**config.mk**
```make
export PLATFORM = sky130hd
export DESIGN_NAME = cprr_top
export DESIGN_NICKNAME = d
export VERILOG_FILES = /design/src/cprr_top.v
export VERILOG_INCLUDE_DIRS = /design/src /design/src/src
export SDC_FILE = /design/constraint.sdc
export NUM_CORES = 1
export LEC_CHECK = 0
export BUFFER_PORTS_ARGS = -buffer_cell sky130_fd_sc_hd__buf_2
export CAP_MARGIN = 30
export CORE_AREA = 2 2 258 260
export CTS_CLUSTER_SIZE = 30
export DETAILED_ROUTE_END_ITERATION = 10
export DIE_AREA = 0 0 260 262
export GPL_TIMING_DRIVEN = 0
export HOLD_SLACK_MARGIN = 0.03
export PLACE_DENSITY = 0.68
export SYNTH_ARGS = -nofsm -noshare
export SYNTH_HDL_FRONTEND = slang
export SYNTH_SLANG_ARGS = --single-unit
```
**constraint.sdc**
```tcl
create_clock -name sys_clk -period 3.85 [get_ports sys_clk]
set_input_delay 0.385 -clock sys_clk [delete_from_list [all_inputs] [get_ports sys_clk]]
set_output_delay 0.385 -clock sys_clk [all_outputs]
set_load 0.05 [all_outputs]
```
**src/cprr_consts.vh**
```
`ifndef CPRR_CONSTS_VH
`define CPRR_CONSTS_VH
// ==========================================================
// register indices
`define CPRR_REG_CTRL      8'h00
`define CPRR_REG_DWAIT     8'h01
`define CPRR_REG_DTTO      8'h02
`define CPRR_REG_DTDUR     8'h03
`define CPRR_REG_BON       8'h04
`define CPRR_REG_BOFF      8'h05
`define CPRR_REG_BTOL      8'h06
`define CPRR_REG_RON       8'h07
`define CPRR_REG_ROFF      8'h08
`define CPRR_REG_RTOL      8'h09
`define CPRR_REG_WMODE     8'h0a
`define CPRR_REG_LOWWIN    8'h0b
`define CPRR_REG_HIGHWIN   8'h0c
`define CPRR_REG_STATUS    8'h0d
`define CPRR_REG_DTMF      8'h0e
// ==========================================================
// control fields
`define CPRR_CTRL_BLIND    0
`define CPRR_CTRL_RCD      1
// ==========================================================
// reset values
`define CPRR_RST_DWAIT     8'h02
`define CPRR_RST_DTTO      8'h05
`define CPRR_RST_DTDUR     8'h0a
`define CPRR_RST_BON       8'h32
`define CPRR_RST_BOFF      8'h32
`define CPRR_RST_BTOL      8'h0f
`define CPRR_RST_RON       8'h26
`define CPRR_RST_ROFF      8'h4b
`define CPRR_RST_RTOL      8'h07
// ==========================================================
// window modes and dsp words
`define CPRR_WM_ADDR       8'h00
`define CPRR_WM_DATA       8'h01
`define CPRR_WM_CP         8'h02
`define CPRR_DSP_W         14
`define CPRR_DSP_FIRST     8'h02
`define CPRR_DSP_LAST      8'h0b
`define CPRR_DSP_USER_TONE_FREQUENCY      8'h05
`define CPRR_DSP_UDFD1     8'h07
`define CPRR_DSP_TONE_GENERATION_LEVEL      8'h0b
`define CPRR_TONE_GENERATION_SELECT_USER     8'h06
// ==========================================================
// timing: time base of 10 ms at 40 MHz
`define CPRR_CLK_HZ        40000000
`define CPRR_TICK_MS       10
`define CPRR_TICK_CYCLES   (`CPRR_CLK_HZ / 1000 * `CPRR_TICK_MS)
`define CPRR_TICKS_PER_SEC 16'd100
// ==========================================================
// dtmf tones in hz
`define CPRR_LO0 12'd697
`define CPRR_LO1 12'd770
`define CPRR_LO2 12'd852
`define CPRR_LO3 12'd941
`define CPRR_HI0 12'd1209
`define CPRR_HI1 12'd1336
`define CPRR_HI2 12'd1477
`define CPRR_HI3 12'd1633
`endif

```
**src/cprr_top.v**
```verilog
// How it works
// every result goes out as one character
// connect c, 1200 connect d, 75 bps connect V
// busy b, ringback r, dial tone t, ring R
// line L, flash or reversal f, overcurrent X
// intrusion i, intrusion over I
// idle alert a, mark m, automatic hangup H
// kissoff K, resending S, kissoff still needed ^
// no carrier N, no dial tone n, ok O
// search dial tone before dialing unless blind dial set
// wait dial_wait_seconds after off hook before searching
// dial tone must last dial_tone_min_duration, then dial
// no dial tone within timeout: hang up, send n
// after dialing watch busy and ringback on energy detector
// cadence on, off, tolerance checked for busy and ringback
// host sets result_code_disable for manual call progress
// four frequency detectors, flags in tone_detect_report
// host picks window mode 2, writes tone and detect set
// host dials blind with zero wait in manual mode
// host answers at once after answer tone
// report only highest priority detected and enabled tone
// select 6 makes user tone at user frequency and level
// dtmf code to key and tone pair map
// dsp words 14 bits, low 8 and high 6 in windows
// detector centres in dsp words from address 0x07
// result characters sent without waiting for the host
`timescale 1ns/1ps
`include "cprr_consts.vh"
module cprr_top #(
  parameter TICK_CYCLES = `CPRR_TICK_CYCLES
) (
  // clock and reset
  input  wire        sys_clk,
  input  wire        nrst,
  // register port
  input  wire [7:0]  reg_addr,
  input  wire [31:0] reg_wdata,
  input  wire        reg_wr,
  input  wire        reg_rd,
  output reg  [31:0] reg_rdata,
  // events from modem core, one-cycle pulses
  input  wire        ev_connect,
  input  wire        ev_connect_1200,
  input  wire        ev_connect_75,
  input  wire        ev_ring,
  input  wire        ev_line,
  input  wire        ev_flash,
  input  wire        ev_overcurrent,
  input  wire        ev_intrusion_on,
  input  wire        ev_intrusion_off,
  input  wire        ev_cid_idle,
  input  wire        ev_cid_mark,
  input  wire        ev_jp_hangup,
  input  wire        ev_kissoff,
  input  wire        ev_sia_resend,
  input  wire        ev_kissoff_needed,
  input  wire        ev_no_carrier,
  input  wire        ev_ok,
  // call sequencing with modem core
  input  wire        offhook_start,
  input  wire        dial_done,
  input  wire        call_end,
  output reg         start_dial,
  output reg         hangup_req,
  // detector levels from dsp datapath
  input  wire        cp_energy,
  input  wire [3:0]  sf_energy,
  // tone generator and detector setup
  output reg  [7:0]  tone_generation_select,
  output reg         user_tone_on,
  output reg  [13:0] user_tone_frequency,
  output reg  [13:0] tone_generation_level,
  output reg  [55:0] freq_detector_centre,
  // result characters to serial link
  output reg  [7:0]  res_char,
  output reg         res_valid,
  input  wire        res_ready
);

  localparam NC = 21;
  localparam [4:0] C_B = 5'd3, C_R = 5'd4, C_T = 5'd5, C_N = 5'd19;
  localparam [4:0] S_IDLE = 5'b00001, S_WAIT = 5'b00010, S_SRCH = 5'b00100;
  localparam [4:0] S_DIAL = 5'b01000, S_MON = 5'b10000;

  // ==========================================================
  // code table
  function [7:0] code_char;
    input [4:0] i;
    begin
      case (i)
        5'd0:    code_char = "c";
        5'd1:    code_char = "d";
        5'd2:    code_char = "V";
        5'd3:    code_char = "b";
        5'd4:    code_char = "r";
        5'd5:    code_char = "t";
        5'd6:    code_char = "R";
        5'd7:    code_char = "L";
        5'd8:    code_char = "f";
        5'd9:    code_char = "X";
        5'd10:   code_char = "i";
        5'd11:   code_char = "I";
        5'd12:   code_char = "a";
        5'd13:   code_char = "m";
        5'd14:   code_char = "H";
        5'd15:   code_char = "K";
        5'd16:   code_char = "S";
        5'd17:   code_char = "^";
        5'd18:   code_char = "N";
        5'd19:   code_char = "n";
        default: code_char = "O";
      endcase
    end
  endfunction

  // dtmf map: {high hz, low hz, key}
  function [31:0] dtmf_map;
    input [3:0] c;
    reg [11:0] lo;
    reg [11:0] hi;
    reg [7:0]  k;
    begin
      lo = `CPRR_LO3;
      hi = `CPRR_HI1;
      k  = "0";
      case (c)
        4'h0: begin lo = `CPRR_LO3; hi = `CPRR_HI1; k = "0"; end
        4'h1: begin lo = `CPRR_LO0; hi = `CPRR_HI0; k = "1"; end
        4'h2: begin lo = `CPRR_LO0; hi = `CPRR_HI1; k = "2"; end
        4'h3: begin lo = `CPRR_LO0; hi = `CPRR_HI2; k = "3"; end
        4'h4: begin lo = `CPRR_LO1; hi = `CPRR_HI0; k = "4"; end
        4'h5: begin lo = `CPRR_LO1; hi = `CPRR_HI1; k = "5"; end
        4'h6: begin lo = `CPRR_LO1; hi = `CPRR_HI2; k = "6"; end
        4'h7: begin lo = `CPRR_LO2; hi = `CPRR_HI0; k = "7"; end
        4'h8: begin lo = `CPRR_LO2; hi = `CPRR_HI1; k = "8"; end
        4'h9: begin lo = `CPRR_LO2; hi = `CPRR_HI2; k = "9"; end
        4'ha: begin lo = `CPRR_LO3; hi = `CPRR_HI3; k = "D"; end
        4'hb: begin lo = `CPRR_LO3; hi = `CPRR_HI0; k = "*"; end
        4'hc: begin lo = `CPRR_LO3; hi = `CPRR_HI2; k = "#"; end
        4'hd: begin lo = `CPRR_LO0; hi = `CPRR_HI3; k = "A"; end
        4'he: begin lo = `CPRR_LO1; hi = `CPRR_HI3; k = "B"; end
        default: begin lo = `CPRR_LO2; hi = `CPRR_HI3; k = "C"; end
      endcase
      dtmf_map = {hi, lo, k};
    end
  endfunction

  function [13:0] dsp_default;
    input integer i;
    begin
      case (i)
        0:       dsp_default = 14'd4096;
        1:       dsp_default = 14'd5157;
        2:       dsp_default = 14'd3277;
        3:       dsp_default = 14'd91;
        4:       dsp_default = 14'd4096;
        5:       dsp_default = 14'd4987;
        6:       dsp_default = 14'd536;
        7:       dsp_default = 14'd4987;
        8:       dsp_default = 14'd536;
        default: dsp_default = 14'd2896;
      endcase
    end
  endfunction

  // cadence match within tolerance
  function in_tol;
    input [7:0] meas;
    input [7:0] nom;
    input [7:0] tol;
    begin
      in_tol = ({1'b0, meas} + {1'b0, tol} >= {1'b0, nom}) &&
               ({1'b0, meas} <= {1'b0, nom} + {1'b0, tol});
    end
  endfunction

  // ==========================================================
  // registers
  reg        blind_dial_flag;
  reg        result_code_disable;
  reg [7:0]  dial_wait_seconds;
  reg [7:0]  dial_tone_timeout;
  reg [7:0]  dial_tone_min_duration;
  reg [7:0]  busy_on_time;
  reg [7:0]  busy_off_time;
  reg [7:0]  busy_tolerance;
  reg [7:0]  ringback_on_time;
  reg [7:0]  ringback_off_time;
  reg [7:0]  ringback_tolerance;
  reg [7:0]  window_mode;
  reg [7:0]  dsp_addr;
  reg [4:0]  detect_enable;
  reg [3:0]  dtmf_code;
  reg [13:0] dsp_mem [0:9];
  reg [4:0]  state;
  reg [19:0] tick_cnt;
  reg        tick;
  reg [15:0] phase_cnt;
  reg [7:0]  run_cnt;
  reg        cp_prev;
  reg [7:0]  on_len;
  reg [NC-1:0] pend;
  reg [NC-1:0] next_pend;
  reg [NC-1:0] raise;
  reg [NC-1:0] take;
  reg [4:0]  pick;
  reg        pick_ok;
  reg        ev_b;
  reg        ev_r;
  reg        ev_t;
  reg        ev_n;
  reg [7:0]  tone_detect_report;
  integer    k, j, n;

  wire       dsp_hit = (dsp_addr >= `CPRR_DSP_FIRST) && (dsp_addr <= `CPRR_DSP_LAST);
  wire [3:0] dsp_idx = dsp_addr[3:0] - 4'd2;
  wire [4:0] det_flags = {cp_energy, sf_energy} & detect_enable;
  wire       wr_low  = reg_wr && (reg_addr == `CPRR_REG_LOWWIN);
  wire       wr_high = reg_wr && (reg_addr == `CPRR_REG_HIGHWIN);

  // ==========================================================
  // detector report, lowest index wins
  always @* begin
    tone_detect_report = 8'h00;
    for (j = 4; j >= 0; j = j - 1) begin
      if (det_flags[j]) begin
        tone_detect_report = j[7:0] + 8'h01;
      end
    end
  end

  // ==========================================================
  // register writes
  always @(posedge sys_clk) begin
    if (!nrst) begin
      blind_dial_flag        <= 1'b0;
      result_code_disable    <= 1'b0;
      dial_wait_seconds      <= `CPRR_RST_DWAIT;
      dial_tone_timeout      <= `CPRR_RST_DTTO;
      dial_tone_min_duration <= `CPRR_RST_DTDUR;
      busy_on_time           <= `CPRR_RST_BON;
      busy_off_time          <= `CPRR_RST_BOFF;
      busy_tolerance         <= `CPRR_RST_BTOL;
      ringback_on_time       <= `CPRR_RST_RON;
      ringback_off_time      <= `CPRR_RST_ROFF;
      ringback_tolerance     <= `CPRR_RST_RTOL;
      window_mode            <= `CPRR_WM_ADDR;
      dsp_addr               <= 8'h00;
      detect_enable          <= 5'h00;
      tone_generation_select <= 8'h00;
      dtmf_code              <= 4'h0;
      for (k = 0; k < 10; k = k + 1) begin
        dsp_mem[k] <= dsp_default(k);
      end
    end else if (reg_wr) begin
      case (reg_addr)
        `CPRR_REG_CTRL: begin
          blind_dial_flag     <= reg_wdata[`CPRR_CTRL_BLIND];
          result_code_disable <= reg_wdata[`CPRR_CTRL_RCD];
        end
        `CPRR_REG_DWAIT: dial_wait_seconds      <= reg_wdata[7:0];
        `CPRR_REG_DTTO:  dial_tone_timeout      <= reg_wdata[7:0];
        `CPRR_REG_DTDUR: dial_tone_min_duration <= reg_wdata[7:0];
        `CPRR_REG_BON:   busy_on_time           <= reg_wdata[7:0];
        `CPRR_REG_BOFF:  busy_off_time          <= reg_wdata[7:0];
        `CPRR_REG_BTOL:  busy_tolerance         <= reg_wdata[7:0];
        `CPRR_REG_RON:   ringback_on_time       <= reg_wdata[7:0];
        `CPRR_REG_ROFF:  ringback_off_time      <= reg_wdata[7:0];
        `CPRR_REG_RTOL:  ringback_tolerance     <= reg_wdata[7:0];
        `CPRR_REG_WMODE: window_mode            <= reg_wdata[7:0];
        `CPRR_REG_DTMF:  dtmf_code              <= reg_wdata[3:0];
        default: ;
      endcase
      // windows carry address, 8+6 data bits, or tone control
      if (wr_low || wr_high) begin
        case (window_mode)
          `CPRR_WM_ADDR: if (wr_low) dsp_addr <= reg_wdata[7:0];
          `CPRR_WM_DATA: begin
            if (dsp_hit && wr_low) dsp_mem[dsp_idx][7:0] <= reg_wdata[7:0];
            if (dsp_hit && wr_high) dsp_mem[dsp_idx][13:8] <= reg_wdata[5:0];
          end
          `CPRR_WM_CP: begin
            if (wr_low) tone_generation_select <= reg_wdata[7:0];
            if (wr_high) detect_enable <= reg_wdata[4:0];
          end
          default: ;
        endcase
      end
    end
  end

  // ==========================================================
  // register reads, data from the next cycle, held until the next read
  always @(posedge sys_clk) begin
    if (!nrst) begin
      reg_rdata <= 32'h0000_0000;
    end else if (reg_rd) begin
      case (reg_addr)
        `CPRR_REG_CTRL:  reg_rdata <= {30'h0, result_code_disable, blind_dial_flag};
        `CPRR_REG_DWAIT: reg_rdata <= {24'h0, dial_wait_seconds};
        `CPRR_REG_DTTO:  reg_rdata <= {24'h0, dial_tone_timeout};
        `CPRR_REG_DTDUR: reg_rdata <= {24'h0, dial_tone_min_duration};
        `CPRR_REG_BON:   reg_rdata <= {24'h0, busy_on_time};
        `CPRR_REG_BOFF:  reg_rdata <= {24'h0, busy_off_time};
        `CPRR_REG_BTOL:  reg_rdata <= {24'h0, busy_tolerance};
        `CPRR_REG_RON:   reg_rdata <= {24'h0, ringback_on_time};
        `CPRR_REG_ROFF:  reg_rdata <= {24'h0, ringback_off_time};
        `CPRR_REG_RTOL:  reg_rdata <= {24'h0, ringback_tolerance};
        `CPRR_REG_WMODE: reg_rdata <= {24'h0, window_mode};
        `CPRR_REG_LOWWIN: begin
          if (window_mode == `CPRR_WM_ADDR) reg_rdata <= {24'h0, dsp_addr};
          else if (window_mode == `CPRR_WM_DATA)
            reg_rdata <= dsp_hit ? {24'h0, dsp_mem[dsp_idx][7:0]} : 32'h0;
          else if (window_mode == `CPRR_WM_CP) reg_rdata <= {24'h0, tone_detect_report};
          else reg_rdata <= 32'h0;
        end
        `CPRR_REG_HIGHWIN: begin
          if (window_mode == `CPRR_WM_DATA)
            reg_rdata <= dsp_hit ? {26'h0, dsp_mem[dsp_idx][13:8]} : 32'h0;
          else if (window_mode == `CPRR_WM_CP) reg_rdata <= {27'h0, detect_enable};
          else reg_rdata <= 32'h0;
        end
        `CPRR_REG_STATUS: reg_rdata <= {20'h0, pend[4:3], sf_energy, cp_energy, state};
        `CPRR_REG_DTMF:  reg_rdata <= dtmf_map(dtmf_code);
        default:         reg_rdata <= 32'h0;
      endcase
    end
  end

  // ==========================================================
  // tone generator and detector setup outputs
  always @(posedge sys_clk) begin
    if (!nrst) begin
      user_tone_on          <= 1'b0;
      user_tone_frequency   <= 14'h0000;
      tone_generation_level <= 14'h0000;
      freq_detector_centre  <= 56'h0;
    end else begin
      // user tone at user frequency and level
      user_tone_on          <= (tone_generation_select == `CPRR_TONE_GENERATION_SELECT_USER);
      user_tone_frequency   <= dsp_mem[3];
      tone_generation_level <= dsp_mem[9];
      // detector centres from dsp words 0x07..0x0a
      freq_detector_centre  <= {dsp_mem[8], dsp_mem[7], dsp_mem[6], dsp_mem[5]};
    end
  end

  // ==========================================================
  // 10 ms time base
  always @(posedge sys_clk) begin
    if (!nrst) begin
      tick_cnt <= 20'h00000;
      tick     <= 1'b0;
    end else if (tick_cnt == TICK_CYCLES[19:0] - 20'h00001) begin
      tick_cnt <= 20'h00000;
      tick     <= 1'b1;
    end else begin
      tick_cnt <= tick_cnt + 20'h00001;
      tick     <= 1'b0;
    end
  end

  // ==========================================================
  // call progress sequencer
  always @(posedge sys_clk) begin
    if (!nrst) begin
      state      <= S_IDLE;
      phase_cnt  <= 16'h0000;
      run_cnt    <= 8'h00;
      cp_prev    <= 1'b0;
      on_len     <= 8'h00;
      start_dial <= 1'b0;
      hangup_req <= 1'b0;
      ev_b       <= 1'b0;
      ev_r       <= 1'b0;
      ev_t       <= 1'b0;
      ev_n       <= 1'b0;
    end else begin
      start_dial <= 1'b0;
      hangup_req <= 1'b0;
      ev_b       <= 1'b0;
      ev_r       <= 1'b0;
      ev_t       <= 1'b0;
      ev_n       <= 1'b0;
      cp_prev    <= cp_energy;
      if (call_end) begin
        state <= S_IDLE;
      end else begin
        case (state)
          S_IDLE: begin
            phase_cnt <= 16'h0000;
            run_cnt   <= 8'h00;
            if (offhook_start) begin
              // blind dial skips the search
              if (blind_dial_flag) begin
                state      <= S_DIAL;
                start_dial <= 1'b1;
              end else begin
                state <= S_WAIT;
              end
            end
          end
          S_WAIT: begin
            // wait whole seconds first
            if (phase_cnt >= {8'h00, dial_wait_seconds} * `CPRR_TICKS_PER_SEC) begin
              state     <= S_SRCH;
              phase_cnt <= 16'h0000;
            end else if (tick) begin
              phase_cnt <= phase_cnt + 16'h0001;
            end
          end
          S_SRCH: begin
            if (tick) begin
              phase_cnt <= phase_cnt + 16'h0001;
              // continuous presence required
              run_cnt   <= cp_energy ? run_cnt + 8'h01 : 8'h00;
            end
            if (run_cnt >= dial_tone_min_duration && cp_energy) begin
              state      <= S_DIAL;
              start_dial <= 1'b1;
              ev_t       <= 1'b1;
            // timeout hangs up and reports
            end else if (phase_cnt >= {8'h00, dial_tone_timeout} * `CPRR_TICKS_PER_SEC) begin
              state      <= S_IDLE;
              hangup_req <= 1'b1;
              ev_n       <= 1'b1;
            end
          end
          S_DIAL: begin
            run_cnt <= 8'h00;
            on_len  <= 8'h00;
            if (dial_done) state <= S_MON;
          end
          S_MON: begin
            // measure on and off runs of the energy detector
            if (cp_energy != cp_prev) begin
              run_cnt <= 8'h00;
              if (!cp_energy) on_len <= run_cnt;
              else begin
                if (in_tol(on_len, busy_on_time, busy_tolerance) &&
                    in_tol(run_cnt, busy_off_time, busy_tolerance))
                  ev_b <= 1'b1;
                else if (in_tol(on_len, ringback_on_time, ringback_tolerance) &&
                         in_tol(run_cnt, ringback_off_time, ringback_tolerance))
                  ev_r <= 1'b1;
              end
            end else if (tick && run_cnt != 8'hff) begin
              run_cnt <= run_cnt + 8'h01;
            end
          end
          default: state <= S_IDLE;
        endcase
      end
    end
  end

  // ==========================================================
  // result characters: pending flags, lowest index goes first
  always @* begin
    raise = {ev_ok, ev_n, ev_no_carrier, ev_kissoff_needed, ev_sia_resend, ev_kissoff,
             ev_jp_hangup, ev_cid_mark, ev_cid_idle, ev_intrusion_off, ev_intrusion_on,
             ev_overcurrent, ev_flash, ev_line, ev_ring, ev_t, ev_r, ev_b,
             ev_connect_75, ev_connect_1200, ev_connect};
    // automatic call progress codes muted when host runs it manually
    if (result_code_disable) begin
      raise[C_B] = 1'b0;
      raise[C_R] = 1'b0;
      raise[C_T] = 1'b0;
      raise[C_N] = 1'b0;
    end
    pick    = 5'd0;
    pick_ok = 1'b0;
    for (n = NC - 1; n >= 0; n = n - 1) begin
      if (pend[n]) begin
        pick    = n[4:0];
        pick_ok = 1'b1;
      end
    end
    take = {NC{1'b0}};
    if (pick_ok && (!res_valid || res_ready)) take[pick] = 1'b1;
    // set wins over clear
    next_pend = (pend & ~take) | raise;
  end

  always @(posedge sys_clk) begin
    if (!nrst) begin
      pend      <= {NC{1'b0}};
      res_char  <= 8'h00;
      res_valid <= 1'b0;
    end else begin
      pend <= next_pend;
      // one character per event, sent unprompted
      if (!res_valid || res_ready) begin
        res_valid <= pick_ok;
        // character codes
        res_char  <= pick_ok ? code_char(pick) : 8'h00;
      end
    end
  end

endmodule // cprr_top

```
==> results of run 1 <==
## Yosys cell counts, types with 49 or more instances
library cell and n:
nor2_1 319, inv_1 120, mux2i_1 80, xnor2_1 52, and2_1 107, edfxtp_1 224
xor2_1 49, clkbuf_1 110, o21ai_0 94, nor3_1 54, ha_1 238, nand2_1 225
dfxtp_1 329, a21oi_1 123, nand3_1 81, mux4_2 68
## worst max-delay path: stages (launching register included)
cell	delay [ps]
dfxtp_4	370
ha_4	280
ha_4	190
fa_1	490
ha_4	320
a21o_1	130
a21oi_2	70
o21bai_1	190
nand2_1	100
a21oi_2	180
xnor2_2	100
ha_1	310
nand4b_1	160
nor3_2	290
o221ai_2	170
o211ai_1	170
a31o_2	300
buf_8	150
nor2_2	30
## routing by layer
layer	vias up	GRT usage (%)	wire length, microns
li1	10700	-	-
met1	11400	36.1	38300
met2	1232	45.3	44400
met3	300	4.88	8510
met4	0	15.3	5730
met5	-	0	0
## flip-flops by register name, indices dropped and copies added, names as in the netlist, 14 cells and up, named ones only
name / cells
phase_cnt: 16
user_tone_frequency: 14
pend: 21
tick_cnt: 20
reg_rdata: 25
dsp_mem: 224
tone_generation_level: 14
freq_detector_centre: 56
## worst max path at each step
stage	start	to	slack, ps	depth (start not counted)
2_1_floorplan	dial_wait_seconds[2]$_SDFFE_PN0P_	phase_cnt[3]$_SDFFE_PN0P_	-30	16
3_3_place_gp	reg_addr[5]	dsp_mem[3][5]$_SDFFCE_PN0P_	-1160	8
3_5_place_dp	dial_wait_seconds[0]$_SDFFE_PN0P_	phase_cnt[4]$_SDFFE_PN0P_	-640	18
4_1_cts	dial_wait_seconds[2]$_SDFFE_PN0P_	phase_cnt[10]$_SDFFE_PN0P_	-300	16
5_1_grt	dial_wait_seconds[2]$_SDFFE_PN0P_	phase_cnt[3]$_SDFFE_PN0P_	-410	18
6_report	dial_wait_seconds[2]$_SDFFE_PN0P_	phase_cnt[3]$_SDFFE_PN0P_	-280	18
## cells by family after synthesis
logic type / count (synthesis)
AND/OR/NAND/NOR: 993
flip-flops: 553
AO/OA/AOI/OAI: 501
buffers and inverters: 258
adder cells (fa/ha/maj): 252
multiplexers: 154
XOR/XNOR: 101
other: 1
## layout make-up
| class | instances | area (sq um) |
|---|---|---|
| diodes | 2 | 5.00 |
| plain buffers | 134 | 581 |
| clock buffers | 79 | 1630 |
| clock inverters | 30 | 295 |
| fillers | 5820 | 31500 |
| inverters | 122 | 458 |
| multi-input cells | 2006 | 15100 |
| flip-flops and latches | 553 | 13300 |
| well taps | 864 | 1080 |
| repair buffers | 218 | 1300 |
## metrics by stage
step,std cells,util [%],hold WS [ps],setup TNS [ps],worst slack [ps]
finish,4008,51.8,83.1,-5180,-281
global route,4008,51.8,87.6,-8170,-411
CTS,4007,51.5,54.0,-5470,-302
detailed placement,3866,47.8,451,-26490,-637
global placement,3853,47.6,442,-169800,-1160
floorplan,2817,-,430,-250,-25.2
## power by group
part           switching (W)  internal (W)  leakage, nW
Clock                0.00251       0.00319        0.947
Combinational       0.000699      0.000269         7.59
Sequential         0.0000813       0.00620         4.73
Total                0.00329       0.00965         13.3
## timing repair
item	CTS	global route
gates resized for setup	44	45
setup buffers	13	1
pin swaps	28	20
endpoints found under the hold margin	18	0
hold buffers	18	0
setup endpoints to repair	130	133
cloned	1	0
==> impl_results.md, run 1 <==
- Status: complete, but fails checks
- Failing checks: setup timing
- Remaining antenna violation count: 0
- Clk pin slew, worst setup/hold paths: roughly 70 ps
- I/O pins: slightly above 200
- Synth area leader: edfxtp_1
- Yosys top cell area share: between 20% and 30%
- Synthesized-area fraction occupied by and/or/nand/nor cells: 16.5%
- Mean routed wirelength per cell: 24.2 microns
- Crit end category: register
- Synth unique cells: 88
- Relative slew slack: 26.1%
- Req. time, crit path: 4380 ps
- Post-synth EDFFs: roughly 220
- Area delta synth->final: 16.3%
- Cell count after synthesis: 2813
- Post-synth ARST share: 0%
- Cell Area, Synth: between 20000 and 30000 sq um
- Mux contribution to synthesized area: 8.27%
- Drt drc: 0
- Input/output buffers: 172
- Total CTS buffers: 58
- Crit start category: register
- Worst vdd ir: 0.000487 V
- Vias in the first global route: 22800
- GR Util All Layers: 28.1%
- CTS root buf: clkbuf_16
- Most used DFF post-synth: dfxtp_1
- WHS Path Cells: 3
- Main combinational cell family by area after synthesis: simple AND/OR/NAND/NOR gates
- Pin count of the biggest net entering global routing: 18
- Yosys Warn Count: 0
- Setup ws final: -281 ps
- First-pass GRT wire length: 143000 microns
- Synth area leaders: edfxtp_1 23%, dfxtp_1 23%, ha_1 10%
- Worst Skew: 54.1 ps
- Crit path time final: 4130 ps
- CORE AREA: approximately 65000 sq um
- RSZ-0062 raised after global routing: true
- Clock sinks: roughly 550
- Nets: 3415
- Reg2reg end: phase_cnt[3]$_SDFFE_PN0P_
- Static Leakage: 13.3 nW
- Hold Path Origin: reg_wdata[5]
- Critical path fanouts, max: 5
- Max Freq: 0.242 GHz
- Setup CP Type: register to register
- Number of DRC markers in iteration 0: 2435
- Die ar.: between 60000 and 70000 sq um
- Worst-Skew Late Latency: 670 ps
- Xor and xnor area share after synthesis: 3.05%
- Final setup violation count: 22
- Most frequent cells in the layout: 317 x dfxtp_1, 302 x nor2_1, 227 x ha_1, 224 x edfxtp_1, 222 x nand2_1
- Max Slew Vio Count: 0
- Vias per cell: 5.92
- H-tree levels: 2
- TritonCTS clock tree: yes
- Die W: 260 microns
- Endpoints failing hold: 0
- Post-synthesis compound-gate area fraction: a little under an eighth
- Routability Congestion: 1.01
- Worst reg2reg path depth: 18
- Worst EP arrival: 4660 ps
- Max-cap violations: 0
- Overflow after GRT: 0
- R2R Setup Slk: -280 ps
- Worst slew pin tran: 1110 ps
- Initial Util: around 44%
- Period utilization: 107%
- R2R Path Start: dial_wait_seconds[2]$_SDFFE_PN0P_
- Min-Delay Path Class: input pin to register
- Placed instance area: ~31000 sq um
- Die H: around 260 microns
- Pre-Repair DR Iteration Count: 6
- Power per cell area: 383 nW/um^2
- Hold Crit Endpoint: dsp_addr[5]$_SDFFE_PN0P_
- HPWL after detailed placement: 72700 microns
- Worst-case clock buffer depth: 3
- WL final: 96900 microns
- Antenna violations before repair: 4
- Most common cell after layout, fill and taps aside: dfxtp_1
- Avg Cell Area, Syn: 10.3 sq um
- Routed via count: 23700
- Sequential fraction of the synthesis area: 45.9%
- Yosys reg bits: 553
- Layout cells sized above 1: 15.7%
- Adder-cell share of the synthesized area: between 10 and 15%
- Total power: about 0.013 W
- Final instance area: 33800 sq um
- Row count: 94
Power figures use the tool's default switching activity.
==> run 2: changes to the inputs <==
SKIP_CTS_REPAIR_TIMING = 1   (was not set)
==> impl_results.md, run 2 (synthesized netlist as in run 1, its figures left out) <==
- Drt drc: 0
- Area delta synth->final: 16.6%
- Mean routed wirelength per cell: 24.2 microns
- H-tree levels: 2
- Row count: 94
- CORE AREA: 65300 sq um
- RSZ-0062 raised after global routing: true
- WL final: 97000 microns
- Crit path time final: between 4000 and 5000 ps
- Placed instance area: 31200 sq um
- Static Leakage: ~13 nW
- Regs by FF count: dsp_mem: 224 flops, freq_detector_centre: 56 flops, reg_rdata: 25 flops
- Total power: 0.0129 W
- Max FFs per register: between 200 and 250
- Die H: 262 microns
- Area of the multi-input gates: 15100 sq um
- Nets: about 3400
- Routability Congestion: 1.01
- Critical path fanouts, max: 5
- Antenna violations before repair: 4
- Max Freq: 0.236 GHz
- Vias in the first global route: about 23000
- Worst EP arrival: 4810 ps
- CP Cell Sequence: ha_4 -> ha_4 -> fa_2 -> ha_4 -> a21oi_4 -> nor2b_1 -> o21a_1 -> o211ai_1 -> xor2_1 -> ha_1 -> a21o_1 -> a2111oi_4 -> o211ai_1 -> buf_4 -> buf_6 -> a221oi_2 -> a21o_1
- Die W: 260 microns
- Power per cell area: 382 nW/um^2
- Most common cell after layout, fill and taps aside: dfxtp_1
- Post-layout util: 51.9%
- Initial Util: 44.5%
- Relative slew slack: 27.2%
- Min-Delay Path Class: input pin to register
- GR Util All Layers: 28.0%
- Routed via count: 23600
- Req. time, crit path: 4420 ps
- I/O pins: 206
- Slowest cell on the critical path: fa_2
- Worst-Skew Late Latency: ~660 ps
- Remaining antenna violation count: 0
- Max Slew Vio Count: 0
- Setup CP Type: register to register
- FF+latch area: 13300 sq um
- First-pass GRT wire length: 142000 microns
- Crit end category: register
- Status: complete, but fails checks
- Final instance area: 33900 sq um
- Setup ws final: -390 ps
- Total CTS buffers: 58
- Number of DRC markers in iteration 0: 2346
- Failing checks: setup timing
- Worst vdd ir: 0.000487 V
- TritonCTS clock tree: yes
- Overflow after GRT: 0
- Most frequent cells in the layout: 316 x dfxtp_1, 301 x nor2_1, 227 x ha_1, 224 x nand2_1, 224 x edfxtp_1
- Crit start category: register
- Worst-case clock buffer depth: 3
- HPWL after detailed placement: 72700 microns
- Clk pin slew, worst setup/hold paths: 70 ps
- Layout cells sized above 1: ~16%
- Final setup violation count: 22
- Die ar.: roughly 70000 sq um
- Input/output buffers: 172
- Vias per cell: 5.89
- Pin count of the biggest net entering global routing: 18
- CTS root buf: clkbuf_16
- Max-cap violations: 0
- Worst slew pin tran: 1090 ps
- Pre-Repair DR Iteration Count: 5
- Period utilization: 110%
- Most frequent CP cell: ha_4
- Crit path largest cell delay: 560 ps
- Worst Skew: 47.7 ps
- Fill cell total of the finished layout: 5808
- Clock sinks: roughly 550
- Endpoints failing hold: 0
- Biggest register: dsp_mem
[run 2: cell types whose count changed in the layout (fill, tap and decap cells not counted), moves of 3 or more]
| cell | change |
|---|---|
| a21oi_2 | -4 |
| buf_4 | +3 |
| nor2_4 | +9 |
| clkbuf_1 | +3 |
| a21oi_1 | +3 |
| clkbuf_2 | -3 |
| nor2_2 | -8 |
[run 2: stage by stage]
step / hold slack [ps] / setup WS (ps) / instances / setup TNS (ps)
6_report: 82.8 / -390 / 4014 / -6050
4_1_cts: -70.9 / -688 / 3975 / -27210
2_1_floorplan: 430 / -25.2 / 2817 / -250
5_1_grt: 87.7 / -553 / 4014 / -9730
3_3_place_gp: 442 / -1160 / 3853 / -169800
3_5_place_dp: 451 / -637 / 3866 / -26490
[run 2: final cells by class]
type                       count  area share (%)
sequential                   553            39.4
buffer                       134            1.68
antenna                        2          0.0148
tap                          864            3.19
inverter                     122            1.35
clock inverter                30           0.872
timing repair buffer         224            4.07
clock buffer                  79            4.81
multi-input combinational   2006            44.6
[run 2: path summary, 6_finish.rpt]
| path | cells past startpoint | endpoint | startpoint | slack [ps] |
|---|---|---|---|---|
| max reg2reg | 17 | phase_cnt[0]$_SDFFE_PN0P_ | dial_wait_seconds[2]$_SDFFE_PN0P_ | -390 |
| min | 3 | dsp_addr[5]$_SDFFE_PN0P_ | reg_wdata[5] | 80 |
| min reg2reg | 1 | tick_cnt[0]$_SDFF_PP0_ | tick_cnt[0]$_SDFF_PP0_ | 460 |
| max | 17 | phase_cnt[0]$_SDFFE_PN0P_ | dial_wait_seconds[2]$_SDFFE_PN0P_ | -390 |
[run 2: power by group]
| group | internal (W) | total, W | switching, W |
|---|---|---|---|
| clock network | 0.00319 | 0.00568 | 0.00250 |
| logic | 0.000273 | 0.000975 | 0.000702 |
| registers | 0.00620 | 0.00628 | 0.0000809 |
| total | 0.00966 | 0.0129 | 0.00328 |
[run 2: per-layer routing]
| layer | vias up | share of wire [%] | GRT usage, % |
|---|---|---|---|
| met5 | - | 0 | 0 |
| met4 | 0 | 5.9 | 15.3 |
| met3 | 293 | 8.2 | 4.88 |
| met2 | 1150 | 46 | 44.9 |
| met1 | 11400 | 40 | 36.1 |
| li1 | 10800 | - | - |
[run 2: critical path: cells and delay by family, from the launching register on]
| family | cells | cell delay (ps) |
|---|---|---|
| adders and majority gates | 5 | 1560 |
| AOI/OAI and AO/OA | 8 | 1590 |
| DFF | 1 | 370 |
| and+or+nand+nor | 1 | 60 |
| xor gates and xnor gates | 1 | 270 |
| buffers and inverters | 2 | 300 |
